`src/core/tdcw_defs.svh`:
```
// Descriptor word indices, flag bit positions and reset values for the transmit chain walker.
`ifndef TDCW_DEFS_SVH
`define TDCW_DEFS_SVH

// =====================================================================
// Descriptor word indices
`define TDCW_W_NEXT 2'h0
`define TDCW_W_BUF 2'h1
`define TDCW_W_OFFLEN 2'h2
`define TDCW_W_FLGLEN 2'h3

// =====================================================================
// Field positions
`define TDCW_BIT_FIRST 31
`define TDCW_BIT_LAST 30
`define TDCW_BIT_HOLD 29
`define TDCW_BIT_QEND 28
`define TDCW_BIT_ABORT 27
`define TDCW_BIT_FCS 26
`define TDCW_HI_MSB 31
`define TDCW_HI_LSB 16
`define TDCW_LO_MSB 15
`define TDCW_LO_LSB 0

// =====================================================================
// Values
`define TDCW_LINK_NULL 32'h0000_0000
`define TDCW_WORD_RST 32'h0000_0000
`define TDCW_LEN_RST 16'h0000
`define TDCW_LANE_LAST 2'h3

`endif

```
`src/core/tdcw_pkg.sv`:
```
// Types shared by the transmit chain walker and its byte fetcher.
package tdcw_pkg;

  // ===================================================================
  // Walker states
  typedef enum logic [2:0] {
    S_IDLE = 3'h0,
    S_RD   = 3'h1,
    S_DATA = 3'h2,
    S_WEND = 3'h3,
    S_WSOP = 3'h4,
    S_WABT = 3'h5
  } tdcw_state_t;

  // ===================================================================
  // Fetcher states
  typedef enum logic [1:0] {
    F_IDLE = 2'h0,
    F_REQ  = 2'h1,
    F_BYTE = 2'h2
  } tdcw_fstate_t;

endpackage

```
`src/core/tdcw_fetch_if.sv`:
```
// Link between the descriptor walker and the buffer byte fetcher.
interface tdcw_fetch_if;
  logic start;
  logic [31:0] addr;
  logic [15:0] len;
  logic frag_first;
  logic frag_last;
  logic done;
  logic word_req;
  logic [29:0] word_addr;
  logic word_ack;
  logic [31:0] word_data;

  modport walker (
    output start, addr, len, frag_first, frag_last, word_ack, word_data,
    input done, word_req, word_addr
  );

  modport fetcher (
    input start, addr, len, frag_first, frag_last, word_ack, word_data,
    output done, word_req, word_addr
  );
endinterface

```
`src/core/tdcw_byte_fetch.sv`:
```
// Byte fetcher: reads one fragment's buffer word by word and streams its bytes.
`include "tdcw_defs.svh"

module tdcw_byte_fetch (
  // Clock and reset
  input wire logic clk,
  input wire logic rst,
  // Walker link
  tdcw_fetch_if.fetcher fif,
  // Transmit byte stream
  input wire logic tx_ready,
  output logic tx_valid,
  output logic [7:0] tx_data,
  output logic tx_first,
  output logic tx_last
);

  // ===================================================================
  // Byte lane selection, little-endian within a word
  function automatic logic [7:0] pick(input logic [31:0] w, input logic [1:0] lane);
    logic [7:0] b;
    b = w[7:0];
    unique case (lane)
      2'h0: b = w[7:0];
      2'h1: b = w[15:8];
      2'h2: b = w[23:16];
      2'h3: b = w[31:24];
    endcase
    return b;
  endfunction

  tdcw_pkg::tdcw_fstate_t st_q;
  logic [29:0] waddr_q;
  logic [1:0] lane_q;
  logic [15:0] left_q;
  logic [31:0] word_q;
  logic first_q;
  logic lastf_q;
  logic req_q;
  logic done_q;
  logic valid_q;
  logic [7:0] data_q;
  logic txf_q;
  logic txl_q;

  assign fif.done = done_q;
  assign fif.word_req = req_q;
  assign fif.word_addr = waddr_q;
  assign tx_valid = valid_q;
  assign tx_data = data_q;
  assign tx_first = txf_q;
  assign tx_last = txl_q;

  // ===================================================================
  // Fetch sequencing
  always_ff @(posedge clk) begin
    if (rst) begin
      st_q <= tdcw_pkg::F_IDLE;
      waddr_q <= 30'h0;
      lane_q <= 2'h0;
      left_q <= `TDCW_LEN_RST;
      word_q <= `TDCW_WORD_RST;
      first_q <= 1'b0;
      lastf_q <= 1'b0;
      req_q <= 1'b0;
      done_q <= 1'b0;
      valid_q <= 1'b0;
      data_q <= 8'h00;
      txf_q <= 1'b0;
      txl_q <= 1'b0;
    end else begin
      done_q <= 1'b0;
      unique case (st_q)
        tdcw_pkg::F_IDLE: begin
          if (fif.start) begin
            // Any byte address is a legal start; the low bits pick the first lane.
            waddr_q <= fif.addr[31:2];
            lane_q <= fif.addr[1:0];
            left_q <= fif.len;
            first_q <= fif.frag_first;
            lastf_q <= fif.frag_last;
            if (fif.len == `TDCW_LEN_RST) begin
              done_q <= 1'b1;
            end else begin
              req_q <= 1'b1;
              st_q <= tdcw_pkg::F_REQ;
            end
          end
        end
        tdcw_pkg::F_REQ: begin
          if (fif.word_ack) begin
            req_q <= 1'b0;
            word_q <= fif.word_data;
            valid_q <= 1'b1;
            data_q <= pick(fif.word_data, lane_q);
            txf_q <= first_q;
            txl_q <= lastf_q && (left_q == 16'h0001);
            st_q <= tdcw_pkg::F_BYTE;
          end
        end
        tdcw_pkg::F_BYTE: begin
          if (tx_ready) begin
            first_q <= 1'b0;
            txf_q <= 1'b0;
            left_q <= left_q - 16'h0001;
            if (left_q == 16'h0001) begin
              valid_q <= 1'b0;
              txl_q <= 1'b0;
              done_q <= 1'b1;
              st_q <= tdcw_pkg::F_IDLE;
            end else if (lane_q == `TDCW_LANE_LAST) begin
              valid_q <= 1'b0;
              lane_q <= 2'h0;
              waddr_q <= waddr_q + 30'h1;
              req_q <= 1'b1;
              st_q <= tdcw_pkg::F_REQ;
            end else begin
              lane_q <= lane_q + 2'h1;
              data_q <= pick(word_q, lane_q + 2'h1);
              txl_q <= lastf_q && (left_q == 16'h0002);
            end
          end
        end
        default: st_q <= tdcw_pkg::F_IDLE;
      endcase
    end
  end

endmodule

```
`src/core/tx_descriptor_chain_walker.sv`:
```
// Transmit descriptor chain walker: follows linked descriptors and streams packet bytes.
// What this block does
// - A zero next link ends the queue; non-zero links are followed; link never written.
// - A link appended before it is read is followed; else the channel halts.
// - Any byte address is accepted as buffer start; that word is never written.
// - The offset field gives how many leading buffer bytes are skipped.
// - Offset applies only on the first fragment and is never written.
// - Exactly buffer-length valid bytes are fetched from each fragment.
// - Packet length is taken only from the first fragment and never written.
// - First and last fragment flags are never modified.
// - The hold flag in the first descriptor is cleared when the packet is done.
// - Queue end flag is set on a last fragment whose next link is zero.
// - On teardown only the first unsent packet gets the abort flag; nothing follows.
// - Offset and packet flags sit in upper halves, lengths in lower halves.
// - Each descriptor is read as four consecutive aligned words in order.
// - After a queue end halt, a new head pointer write restarts the walk.
// - With the supplied-check flag set no check sequence is appended, else it is.
`include "tdcw_defs.svh"

module tx_descriptor_chain_walker (
  // Clock and reset
  input wire logic clk,
  input wire logic rst,
  // Channel control
  input wire logic head_wr,
  input wire logic [31:0] head_addr,
  input wire logic teardown_req,
  // Channel status
  output logic busy,
  output logic halted,
  output logic teardown_done,
  output logic [15:0] pkt_len,
  output logic fcs_append,
  // Descriptor and buffer memory
  output logic mem_req,
  output logic mem_we,
  output logic [31:0] mem_addr,
  output logic [31:0] mem_wdata,
  input wire logic mem_ack,
  input wire logic [31:0] mem_rdata,
  // Transmit byte stream
  input wire logic tx_ready,
  output logic tx_valid,
  output logic [7:0] tx_data,
  output logic tx_first,
  output logic tx_last
);

  // ===================================================================
  // Helpers
  function automatic logic [31:0] word_at(input logic [31:0] base, input logic [1:0] idx);
    return {base[31:2] + {28'h0, idx}, 2'b00};
  endfunction

  // Only the status flags change; every other bit is written back as read.
  function automatic logic [31:0] patch(input logic [31:0] w, input logic qend, input logic hclr,
                                        input logic abort);
    logic [31:0] r;
    r = w;
    if (qend) begin
      r[`TDCW_BIT_QEND] = 1'b1;
    end
    if (hclr) begin
      r[`TDCW_BIT_HOLD] = 1'b0;
    end
    if (abort) begin
      r[`TDCW_BIT_ABORT] = 1'b1;
    end
    return r;
  endfunction

  // ===================================================================
  // State
  tdcw_pkg::tdcw_state_t state_q;
  logic [31:0] desc_q;
  logic [31:0] next_q;
  logic [31:0] buf_q;
  logic [31:0] offlen_q;
  logic [31:0] flg_q;
  logic [31:0] sop_desc_q;
  logic [31:0] sop_flg_q;
  logic [1:0] idx_q;
  logic in_pkt_q;
  logic td_pend_q;
  logic td_clr;
  logic req_q;
  logic we_q;
  logic [31:0] addr_q;
  logic [31:0] wdata_q;
  logic start_q;
  logic [31:0] f_addr_q;
  logic [15:0] f_len_q;
  logic f_first_q;
  logic f_last_q;
  logic wack_q;
  logic [31:0] wdat_q;
  logic busy_q;
  logic halted_q;
  logic td_done_q;
  logic [15:0] pkt_len_q;
  logic fcs_app_q;

  tdcw_fetch_if fif ();

  assign fif.start = start_q;
  assign fif.addr = f_addr_q;
  assign fif.len = f_len_q;
  assign fif.frag_first = f_first_q;
  assign fif.frag_last = f_last_q;
  assign fif.word_ack = wack_q;
  assign fif.word_data = wdat_q;

  assign mem_req = req_q;
  assign mem_we = we_q;
  assign mem_addr = addr_q;
  assign mem_wdata = wdata_q;
  assign busy = busy_q;
  assign halted = halted_q;
  assign teardown_done = td_done_q;
  assign pkt_len = pkt_len_q;
  assign fcs_append = fcs_app_q;

  assign td_clr = ((state_q == tdcw_pkg::S_IDLE) && td_pend_q) || ((state_q == tdcw_pkg::S_WABT) && mem_ack);

  tdcw_byte_fetch u_fetch (
    .clk(clk),
    .rst(rst),
    .fif(fif),
    .tx_ready(tx_ready),
    .tx_valid(tx_valid),
    .tx_data(tx_data),
    .tx_first(tx_first),
    .tx_last(tx_last)
  );

  // ===================================================================
  // Teardown request latch; a new request wins over the clear.
  always_ff @(posedge clk) begin
    if (rst) begin
      td_pend_q <= 1'b0;
    end else if (teardown_req) begin
      td_pend_q <= 1'b1;
    end else if (td_clr) begin
      td_pend_q <= 1'b0;
    end
  end

  // ===================================================================
  // Status outputs
  always_ff @(posedge clk) begin
    if (rst) begin
      busy_q <= 1'b0;
      td_done_q <= 1'b0;
    end else begin
      busy_q <= (state_q != tdcw_pkg::S_IDLE);
      td_done_q <= td_clr;
    end
  end

  // ===================================================================
  // Chain walk and memory master
  always_ff @(posedge clk) begin
    if (rst) begin
      state_q <= tdcw_pkg::S_IDLE;
      desc_q <= `TDCW_WORD_RST;
      next_q <= `TDCW_WORD_RST;
      buf_q <= `TDCW_WORD_RST;
      offlen_q <= `TDCW_WORD_RST;
      flg_q <= `TDCW_WORD_RST;
      sop_desc_q <= `TDCW_WORD_RST;
      sop_flg_q <= `TDCW_WORD_RST;
      idx_q <= `TDCW_W_NEXT;
      in_pkt_q <= 1'b0;
      req_q <= 1'b0;
      we_q <= 1'b0;
      addr_q <= `TDCW_WORD_RST;
      wdata_q <= `TDCW_WORD_RST;
      start_q <= 1'b0;
      f_addr_q <= `TDCW_WORD_RST;
      f_len_q <= `TDCW_LEN_RST;
      f_first_q <= 1'b0;
      f_last_q <= 1'b0;
      wack_q <= 1'b0;
      wdat_q <= `TDCW_WORD_RST;
      halted_q <= 1'b0;
      pkt_len_q <= `TDCW_LEN_RST;
      fcs_app_q <= 1'b0;
    end else begin
      start_q <= 1'b0;
      wack_q <= 1'b0;
      unique case (state_q)
        tdcw_pkg::S_IDLE: begin
          req_q <= 1'b0;
          we_q <= 1'b0;
          if (!td_pend_q && head_wr && (head_addr != `TDCW_LINK_NULL)) begin
            desc_q <= {head_addr[31:2], 2'b00};
            idx_q <= `TDCW_W_NEXT;
            in_pkt_q <= 1'b0;
            halted_q <= 1'b0;
            state_q <= tdcw_pkg::S_RD;
          end
        end
        tdcw_pkg::S_RD: begin
          we_q <= 1'b0;
          addr_q <= word_at(desc_q, idx_q);
          if (mem_ack) begin
            req_q <= 1'b0;
            idx_q <= idx_q + 2'h1;
            unique case (idx_q)
              `TDCW_W_NEXT: next_q <= mem_rdata;
              `TDCW_W_BUF: buf_q <= mem_rdata;
              `TDCW_W_OFFLEN: offlen_q <= mem_rdata;
              `TDCW_W_FLGLEN: flg_q <= mem_rdata;
            endcase
            if (idx_q == `TDCW_W_FLGLEN) begin
              f_len_q <= offlen_q[`TDCW_LO_MSB:`TDCW_LO_LSB];
              f_last_q <= mem_rdata[`TDCW_BIT_LAST];
              if (in_pkt_q) begin
                f_addr_q <= buf_q;
                f_first_q <= 1'b0;
                start_q <= 1'b1;
                state_q <= tdcw_pkg::S_DATA;
              end else if (!mem_rdata[`TDCW_BIT_FIRST] || !mem_rdata[`TDCW_BIT_HOLD]) begin
                halted_q <= 1'b1;
                state_q <= tdcw_pkg::S_IDLE;
              end else if (td_pend_q) begin
                state_q <= tdcw_pkg::S_WABT;
              end else begin
                f_addr_q <= buf_q + {16'h0000, offlen_q[`TDCW_HI_MSB:`TDCW_HI_LSB]};
                f_first_q <= 1'b1;
                start_q <= 1'b1;
                sop_desc_q <= desc_q;
                sop_flg_q <= mem_rdata;
                pkt_len_q <= mem_rdata[`TDCW_LO_MSB:`TDCW_LO_LSB];
                fcs_app_q <= !mem_rdata[`TDCW_BIT_FCS];
                in_pkt_q <= 1'b1;
                state_q <= tdcw_pkg::S_DATA;
              end
            end
          end else begin
            req_q <= 1'b1;
          end
        end
        tdcw_pkg::S_DATA: begin
          if (mem_ack) begin
            req_q <= 1'b0;
            wack_q <= 1'b1;
            wdat_q <= mem_rdata;
          end else if (fif.word_req && !req_q && !wack_q) begin
            req_q <= 1'b1;
            we_q <= 1'b0;
            addr_q <= {fif.word_addr, 2'b00};
          end
          if (fif.done) begin
            if (flg_q[`TDCW_BIT_LAST]) begin
              // Write-back waits for the whole packet to be fetched.
              state_q <= ((next_q == `TDCW_LINK_NULL) || (desc_q == sop_desc_q)) ?
                         tdcw_pkg::S_WEND : tdcw_pkg::S_WSOP;
            end else if (next_q == `TDCW_LINK_NULL) begin
              halted_q <= 1'b1;
              in_pkt_q <= 1'b0;
              state_q <= tdcw_pkg::S_IDLE;
            end else begin
              desc_q <= next_q;
              idx_q <= `TDCW_W_NEXT;
              state_q <= tdcw_pkg::S_RD;
            end
          end
        end
        tdcw_pkg::S_WEND: begin
          addr_q <= word_at(desc_q, `TDCW_W_FLGLEN);
          wdata_q <= patch(flg_q, next_q == `TDCW_LINK_NULL, desc_q == sop_desc_q, 1'b0);
          if (mem_ack) begin
            req_q <= 1'b0;
            we_q <= 1'b0;
            if (desc_q != sop_desc_q) begin
              state_q <= tdcw_pkg::S_WSOP;
            end else if (next_q == `TDCW_LINK_NULL) begin
              halted_q <= 1'b1;
              in_pkt_q <= 1'b0;
              state_q <= tdcw_pkg::S_IDLE;
            end else begin
              desc_q <= next_q;
              idx_q <= `TDCW_W_NEXT;
              in_pkt_q <= 1'b0;
              state_q <= tdcw_pkg::S_RD;
            end
          end else begin
            req_q <= 1'b1;
            we_q <= 1'b1;
          end
        end
        tdcw_pkg::S_WSOP: begin
          addr_q <= word_at(sop_desc_q, `TDCW_W_FLGLEN);
          wdata_q <= patch(sop_flg_q, 1'b0, 1'b1, 1'b0);
          if (mem_ack) begin
            req_q <= 1'b0;
            we_q <= 1'b0;
            in_pkt_q <= 1'b0;
            if (next_q == `TDCW_LINK_NULL) begin
              halted_q <= 1'b1;
              state_q <= tdcw_pkg::S_IDLE;
            end else begin
              desc_q <= next_q;
              idx_q <= `TDCW_W_NEXT;
              state_q <= tdcw_pkg::S_RD;
            end
          end else begin
            req_q <= 1'b1;
            we_q <= 1'b1;
          end
        end
        tdcw_pkg::S_WABT: begin
          addr_q <= word_at(desc_q, `TDCW_W_FLGLEN);
          wdata_q <= patch(flg_q, 1'b0, 1'b1, 1'b1);
          if (mem_ack) begin
            req_q <= 1'b0;
            we_q <= 1'b0;
            state_q <= tdcw_pkg::S_IDLE;
          end else begin
            req_q <= 1'b1;
            we_q <= 1'b1;
          end
        end
        default: state_q <= tdcw_pkg::S_IDLE;
      endcase
    end
  end

endmodule

```
`config.mk`:
```
export PLATFORM = sky130hd
export DESIGN_NAME = tx_descriptor_chain_walker
export DESIGN_NICKNAME = d
export VERILOG_FILES = /design/src/core/tdcw_pkg.sv /design/src/core/tdcw_fetch_if.sv /design/src/core/tdcw_byte_fetch.sv /design/src/core/tx_descriptor_chain_walker.sv
export VERILOG_INCLUDE_DIRS = /design/src /design/src/core
export SDC_FILE = /design/constraint.sdc
export NUM_CORES = 1
export LEC_CHECK = 0
export BUFFER_PORTS_ARGS = -buffer_cell sky130_fd_sc_hd__buf_4
export CAP_MARGIN = 20
export CELL_PAD_IN_SITES_DETAIL_PLACEMENT = 0
export CELL_PAD_IN_SITES_GLOBAL_PLACEMENT = 2
export CORE_MARGIN = 2
export CORE_UTILIZATION = 30
export CTS_CLUSTER_SIZE = 16
export DETAILED_ROUTE_END_ITERATION = 10
export PLACE_DENSITY = 0.71
export SYNTH_ARGS = -nofsm -noshare
export SYNTH_HDL_FRONTEND = slang
export SYNTH_SLANG_ARGS = --single-unit
```
`constraint.sdc`:
```
create_clock -name clk -period 3.1 [get_ports clk]
set_input_delay 0.155 -clock clk [delete_from_list [all_inputs] [get_ports clk]]
set_output_delay 0.155 -clock clk [all_outputs]
set_load 0.005 [all_outputs]
```
=== Word-level counts from Yosys, hierarchy flattened ===
Cells that the tools add are included.

* Register bits after elaboration: 498
* Latch bits: 0
* RAM bits: 0
* ROM bits: 0
* Input port bits: 70
* Output and inout bits: 97
* Word-level logic and storage cells: 301
* Memories kept: 0

* Add/subtract/negate cells: 8
* Multipliers: 0
* Div/mod/pow operators: 0
* Order comparisons: 0
* Eq/ne operators: 46
* Shift-type cells: 0
* Mux-type cells: 132
* Bitwise operators: 7
* Reduce and logical (&&, ||, !) cells: 68

{| class="wikitable"
|+ Operators with widths
! cell !! number
|-
| 2-to-1 mux 32 bit || 12
|-
| one-hot mux 32 bit (4 select lines) || 2
|-
| 2-to-1 mux 30 bit || 4
|-
| one-hot mux 32 bit (3 select lines) || 1
|-
| one-hot mux 8 bit (4 select lines) || 2
|-
| adder 30 x 2 -> 30 bit (second input constant) || 2
|-
| one-hot mux 30 bit (2 select lines) || 1
|-
| 2-to-1 mux 1 bit || 57
|-
| != test 2 bit (second input constant) || 20
|-
| 2-to-1 mux 3 bit || 13
|-
| 2-to-1 mux 2 bit || 18
|-
| adder 32 x 16 -> 32 bit || 1
|-
| equality test 32 bit || 1
|-
| logical NOT 32 bit || 1
|-
| 2-to-1 mux 16 bit || 2
|-
| 2-to-1 mux 8 bit || 4
|-
| != test 32 bit || 1
|-
| one-hot mux 16 bit (2 select lines) || 1
|-
| nonzero test 32 bit || 1
|-
| adder 30 x 1 -> 30 bit (second input constant) || 1
|-
| adder 30 x 2 -> 30 bit || 1
|-
| AND reduction 3 bit || 8
|-
| AND reduction 7 bit || 3
|-
| AND reduction 5 bit || 4
|-
| other kinds (41) || 100
|}

=== Longest topological paths before layout ===
* Word-level depth: 7
* Mapped depth: 15
* Depth with buffers taken out: 11

=== Hierarchy ===
A second synthesis with hierarchy kept.

* Cells, all modules: 3098
* Area, all modules: 23909.2 um2

{| class="wikitable"
|+ Modules (own cells, without submodules)
! module !! instances !! cells each !! area each (um2) !! seq. area each (um2)
|-
| tx_descriptor_chain_walker || 1 || 2369 || 18485.2 || 7627.3
|-
| tdcw_byte_fetch || 1 || 729 || 5424.0 || 1941.9
|}

=== Worst setup path before layout ===
No wires, ideal clock.

* Path type: register to register
* Start point: register state_q[1]
* End point: register addr_q[12], in the netlist mem_addr[12]
* Library setup time: 0.124 ns
* Arrival time: 3.116 ns
* Required time: 2.976 ns
* Slack: -0.140 ns
* Stages on the path, launching flop included: 15
* Buffers on the path: 4
* Clock period less this slack: 3.240 ns
* Path through: dfxtp_1 -> buf_2 -> xor2_2 -> nand2_1 -> buf_2 -> buf_2 -> clkbuf_1 -> a21oi_1 -> ha_1 -> nor4_2 -> nor2_1 -> or3_1 -> a221o_1 -> o21ai_1 -> a21oi_1

* Longest elaborated chain between the ends: 4
* Elaborated cells between the ends (all ways): 11
* Classes of those cells: 7 x eq/ne; 1 x mux; 3 x reduce/logical

{| class="wikitable"
|+ RTL lines
! what !! line !! RTL
|-
| start: declaration || tx_descriptor_chain_walker.sv:74 || <nowiki>tdcw_pkg::tdcw_state_t state_q;</nowiki>
|-
| start signal: assignment || tx_descriptor_chain_walker.sv:164 || <nowiki>state_q <= tdcw_pkg::S_IDLE;</nowiki>
|-
| start signal: assignment || tx_descriptor_chain_walker.sv:200 || <nowiki>state_q <= tdcw_pkg::S_RD;</nowiki>
|-
| start signal: assignment || tx_descriptor_chain_walker.sv:222 || <nowiki>state_q <= tdcw_pkg::S_DATA;</nowiki>
|-
| equality test 3 bit / equality test 3 x 2 -> 1 bit (equally long branches) || tx_descriptor_chain_walker.sv:191 || <nowiki>unique case (state_q)</nowiki>
|-
| OR reduction 2 bit (no source line) || n/a ||
|-
| nonzero test 4 bit (no source line) || n/a ||
|-
| AND reduction 3 bit (no source line) || n/a ||
|-
| end signal: assignment || tx_descriptor_chain_walker.sv:176 || <nowiki>addr_q <= `TDCW_WORD_RST;</nowiki>
|-
| end signal: assignment || tx_descriptor_chain_walker.sv:205 || <nowiki>addr_q <= word_at(desc_q, idx_q);</nowiki>
|-
| end signal: assignment || tx_descriptor_chain_walker.sv:252 || <nowiki>addr_q <= {fif.word_addr, 2'b00};</nowiki>
|-
| end: declaration || tx_descriptor_chain_walker.sv:88 || <nowiki>logic [31:0] addr_q;</nowiki>
|}

Several ways; a longest one is shown, not always the timed one.
A chain may end at the register's enable or synchronous reset.

=== Worst setup path after layout ===
* Start point: register buf_q[0]
* End point: register f_addr_q[16]

* Longest elaborated chain between the ends: 4

{| class="wikitable"
|+ RTL lines
! what !! line !! RTL
|-
| start: declaration || tx_descriptor_chain_walker.sv:77 || <nowiki>logic [31:0] buf_q;</nowiki>
|-
| start signal: assignment || tx_descriptor_chain_walker.sv:167 || <nowiki>buf_q <= `TDCW_WORD_RST;</nowiki>
|-
| start signal: assignment || tx_descriptor_chain_walker.sv:211 || <nowiki>`TDCW_W_BUF: buf_q <= mem_rdata;</nowiki>
|-
| adder 32 x 16 -> 32 bit || tx_descriptor_chain_walker.sv:229 || <nowiki>f_addr_q <= buf_q + {16'h0000, offlen_q[`TDCW_HI_MSB:`TDCW_HI_LSB]};</nowiki>
|-
| 2-to-1 mux 32 bit || tx_descriptor_chain_walker.sv:226 || <nowiki>end else if (td_pend_q) begin</nowiki>
|-
| 2-to-1 mux 32 bit || tx_descriptor_chain_walker.sv:223 || <nowiki>end else if (!mem_rdata[`TDCW_BIT_FIRST] || !mem_rdata[`TDCW_BIT_HOLD]) begin</nowiki>
|-
| 2-to-1 mux 32 bit || tx_descriptor_chain_walker.sv:218 || <nowiki>if (in_pkt_q) begin</nowiki>
|-
| end signal: assignment || tx_descriptor_chain_walker.sv:179 || <nowiki>f_addr_q <= `TDCW_WORD_RST;</nowiki>
|-
| end signal: assignment || tx_descriptor_chain_walker.sv:219 || <nowiki>f_addr_q <= buf_q;</nowiki>
|-
| end signal: assignment || tx_descriptor_chain_walker.sv:229 ||
|-
| end: declaration || tx_descriptor_chain_walker.sv:91 || <nowiki>logic [31:0] f_addr_q;</nowiki>
|}

Every way passes these cells. The select of a mux whose other input is x is not followed.

==> impl_metrics.csv <==
group,metric,value,unit
status,status,"finished, final reports clean",
sta,max_freq,0.3443,GHz
sta,slew_violations,0,
route,drc,0,
power,p_leak,0.009908,uW
synth,avgSynthCellArea,7.545,um2
route,routed_wl,95440,um
clocking,numCtsBuffers,57,
clocking,clk_transition_reported_paths,0.06,ns
die,fp.dieW,283.6,um
critical_path,cp-start-kind,"register",
global_routing,grt_most_used_layer,"met2",
sta,rsz0062_at_grt,"false",
final_layout,fin_cells,4342,
sta,setup_viol,0,
global_routing,gr-usage-met1,0.3278,
route,dr.first_iter.drc_count,1997,
clocking,cts_tree,"yes",
run,drv_cap,0,
critical_path,end_kind,"register",
sta,slew_headroom,0.2829,
sta,skew,0.03018,ns
final_layout,syn2layout_area_growth,21.57,%
route,ant_nets,0,
placement,dp_slack,0.1351,ns
clocking,h-tree-depth,2,
final_layout,final_cell_mix,"nand2_1, dfxtp_1, a21oi_1",
clocking,cts_setup_buffers,0,
synth,yosys_warnings,0,
global_routing,antenna_found_initial,1,
critical_path,required,3.59,ns
power,ir_drop,438.4,uV
route,vias_per_cell,5.342,
die,core_region_area,77470,um2
placement,dp.cells,4172,
sta,setup_slack,0.1957,ns
hold_path,hold_class,"primary input to register",
placement,hpwl,67500,um
global_routing,grt_max_degree,154,
clocking,cts-root-buf,"clkbuf_16",
synth,ys_seq_area_frac,0.4062,
global_routing,grt_usage,0.2296,
final_layout,final_area,28520,um2
die,initial_core_util,0.3028,
sta,period_share,0.9369,
final_layout,drive_gt1_frac,0.1324,
sta,tightestPinTransition,1.076,ns
die,fp-row-count,102,
synth,syn_area,23460,um2
route,wl_per_cell,21.98,um
placement,port-buffer-count,164,
die,die_area,80440,um2
placement,dpl_cell_area,25960,um2
synth,yosysUniqueCellTypes,84,
global_routing,globalRouteMet2Util,0.3675,
die,io_pins,167,
clocking,clk_path_buf_depth,3,
clocking,clk_latency,0.63,ns
global_routing,grt_overflow,0,
critical_path,path_max_fanout,3,
route,drt_pass1_iterations,8,
synth,ys_ff_latch,476,
sta,finalHoldViolations,0,
final_layout,nets,3366,
synth,synth_ff_type,"dfxtp_1",
synth,synth-edff-count,0,
placement,gp_congestion,0.9003,
final_layout,fill_cells,8122,
final_layout,mostFrequentLayoutCell,"nand2_1",
global_routing,grt_pass1_vias,22070,
die,fp.dieH,283.6,um
synth,synthesis.instances,3109,
route,vias,23190,
sta,tns,0,ns
critical_path,worstSetupPathType,"register to register",
power,power.density,676.9,nW/um2
synth,synthArstFlopShare,0,
global_routing,grt_pass1_wl,143200,um
global_routing,met3_usage,0.03223,
clocking,cts.sinks,476,
sta,min_period,2.904,ns
critical_path,crit_arrival,3.40,ns
[worst max-delay path, stage by stage, from the launching register on]
cell and delay, ns:
dfxtp_1 0.32, ha_1 0.24, fa_1 0.41, a21oi_1 0.24
o211ai_1 0.14, nor4_1 0.30, buf_4 0.18, nor3_1 0.08
o41ai_2 0.43, nand2_1 0.16, o221a_2 0.28
[state kept, by name, indices dropped and copies added, names as in the netlist, 8 cells and up]
signal / cells
mem_wdata: 32
fif.word_data: 32
buf_q: 32
f_addr_q: 32
offlen_q: 32
flg_q: 32
u_fetch.left_q: 16
sop_flg_q: 31
mem_addr: 30
f_len_q: 16
u_fetch.tx_data: 8
u_fetch.fif.word_addr: 30
u_fetch.word_q: 30
desc_q: 32
next_q: 32
sop_desc_q: 32
[synth_stat cells, types with 9 or more instances]
cell type | number | share of area
a211oi_1 | 55 | 0.018
a21o_1 | 14 | 0.0045
a21oi_1 | 411 | 0.088
a221oi_1 | 18 | 0.0067
a222oi_1 | 21 | 0.0090
a22oi_1 | 14 | 0.0045
a311oi_1 | 64 | 0.024
a31oi_1 | 27 | 0.0072
and2_1 | 10 | 0.0027
and3_1 | 25 | 0.0067
buf_1 | 16 | 0.0026
buf_2 | 19 | 0.0041
buf_4 | 22 | 0.0070
clkbuf_1 | 214 | 0.034
dfxtp_1 | 476 | 0.41
ha_1 | 37 | 0.020
inv_1 | 41 | 0.0066
mux2i_1 | 23 | 0.0098
nand2_1 | 772 | 0.12
nand2b_1 | 16 | 0.0043
nand3_1 | 68 | 0.015
nand4_1 | 45 | 0.012
nor2_1 | 195 | 0.031
nor2b_1 | 9 | 0.0024
nor3_1 | 39 | 0.0083
nor4_1 | 31 | 0.0083
o211ai_1 | 12 | 0.0038
o21ai_0 | 137 | 0.029
o22ai_1 | 19 | 0.0051
o31ai_1 | 10 | 0.0032
or3_1 | 13 | 0.0035
xnor2_1 | 74 | 0.028
xor2_1 | 27 | 0.010
[routing by layer]
layer	vias up	share of wire
li1	11230	-
met1	11180	0.48
met2	669	0.45
met3	117	0.054
met4	0	0.018
met5	-	0
[power by group]
part | leakage, uW | switching (uW) | internal [uW] | total, uW
clock | 0.000934 | 2810 | 3950 | 6750
sequential | 0.00385 | 517 | 6680 | 7190
combinational | 0.00512 | 3350 | 2010 | 5360
total | 0.00991 | 6670 | 12600 | 19300
[area by class of cell]
type	instances	area [um2]	area share
Antenna cell	1	2.502	0.00008775
Sequential cell	476	9530	0.3342
Tap cell	1040	1301	0.04563
Multi-Input combinational cell	2319	12730	0.4465
Clock inverter	22	229.0	0.008029
Timing Repair Buffer	360	2913	0.1021
Clock buffer	81	1647	0.05774
Inverter	43	161.4	0.005660
[final timing paths]
| kind | slack, ns | end | cells past startpoint | startpoint |
|---|---|---|---|---|
| worst max-delay path | 0.20 | f_addr_q[16]$_SDFFE_PP0P_ | 10 | buf_q[0]$_SDFFE_PP0P_ |
| worst min-delay path | 0.04 | halted$_SDFFE_PP0P_ | 3 | head_wr |
| worst max register to register | 0.20 | f_addr_q[16]$_SDFFE_PP0P_ | 10 | buf_q[0]$_SDFFE_PP0P_ |
| worst min register to register | 0.46 | u_fetch.word_q[8]$_SDFFE_PP0P_ | 2 | u_fetch.word_q[8]$_SDFFE_PP0P_ |
[repair_timing]
action / 4_1_cts / 5_1_grt
resized for setup: 0 / 3
hold endpoints to repair: 253 / 0
setup endpoints to repair: 0 / 4
hold buffers: 66 / 0
[logic make-up after synthesis]
logic type	count (synthesis)	synth area share
xor+xnor	103	0.03910
compound gates	878	0.2314
flops	476	0.4062
buf+inv	315	0.05499
fa+ha+maj	39	0.02144
simple gates	1272	0.2359
other cells	1	0.0001599
mux	25	0.01077
[through the flow]
step                      hold WS [ns]  power (uW)    util
after floorplan                 0.2724       10160       -
after global placement          0.4214       12520  0.3351
after detailed placement        0.4365       12560  0.3351
after CTS                     0.001506       19430  0.3678
after global routing           0.02610       20220  0.3681
final                          0.04142       19300  0.3681
Note: power is estimated with default switching activity, not from simulation.
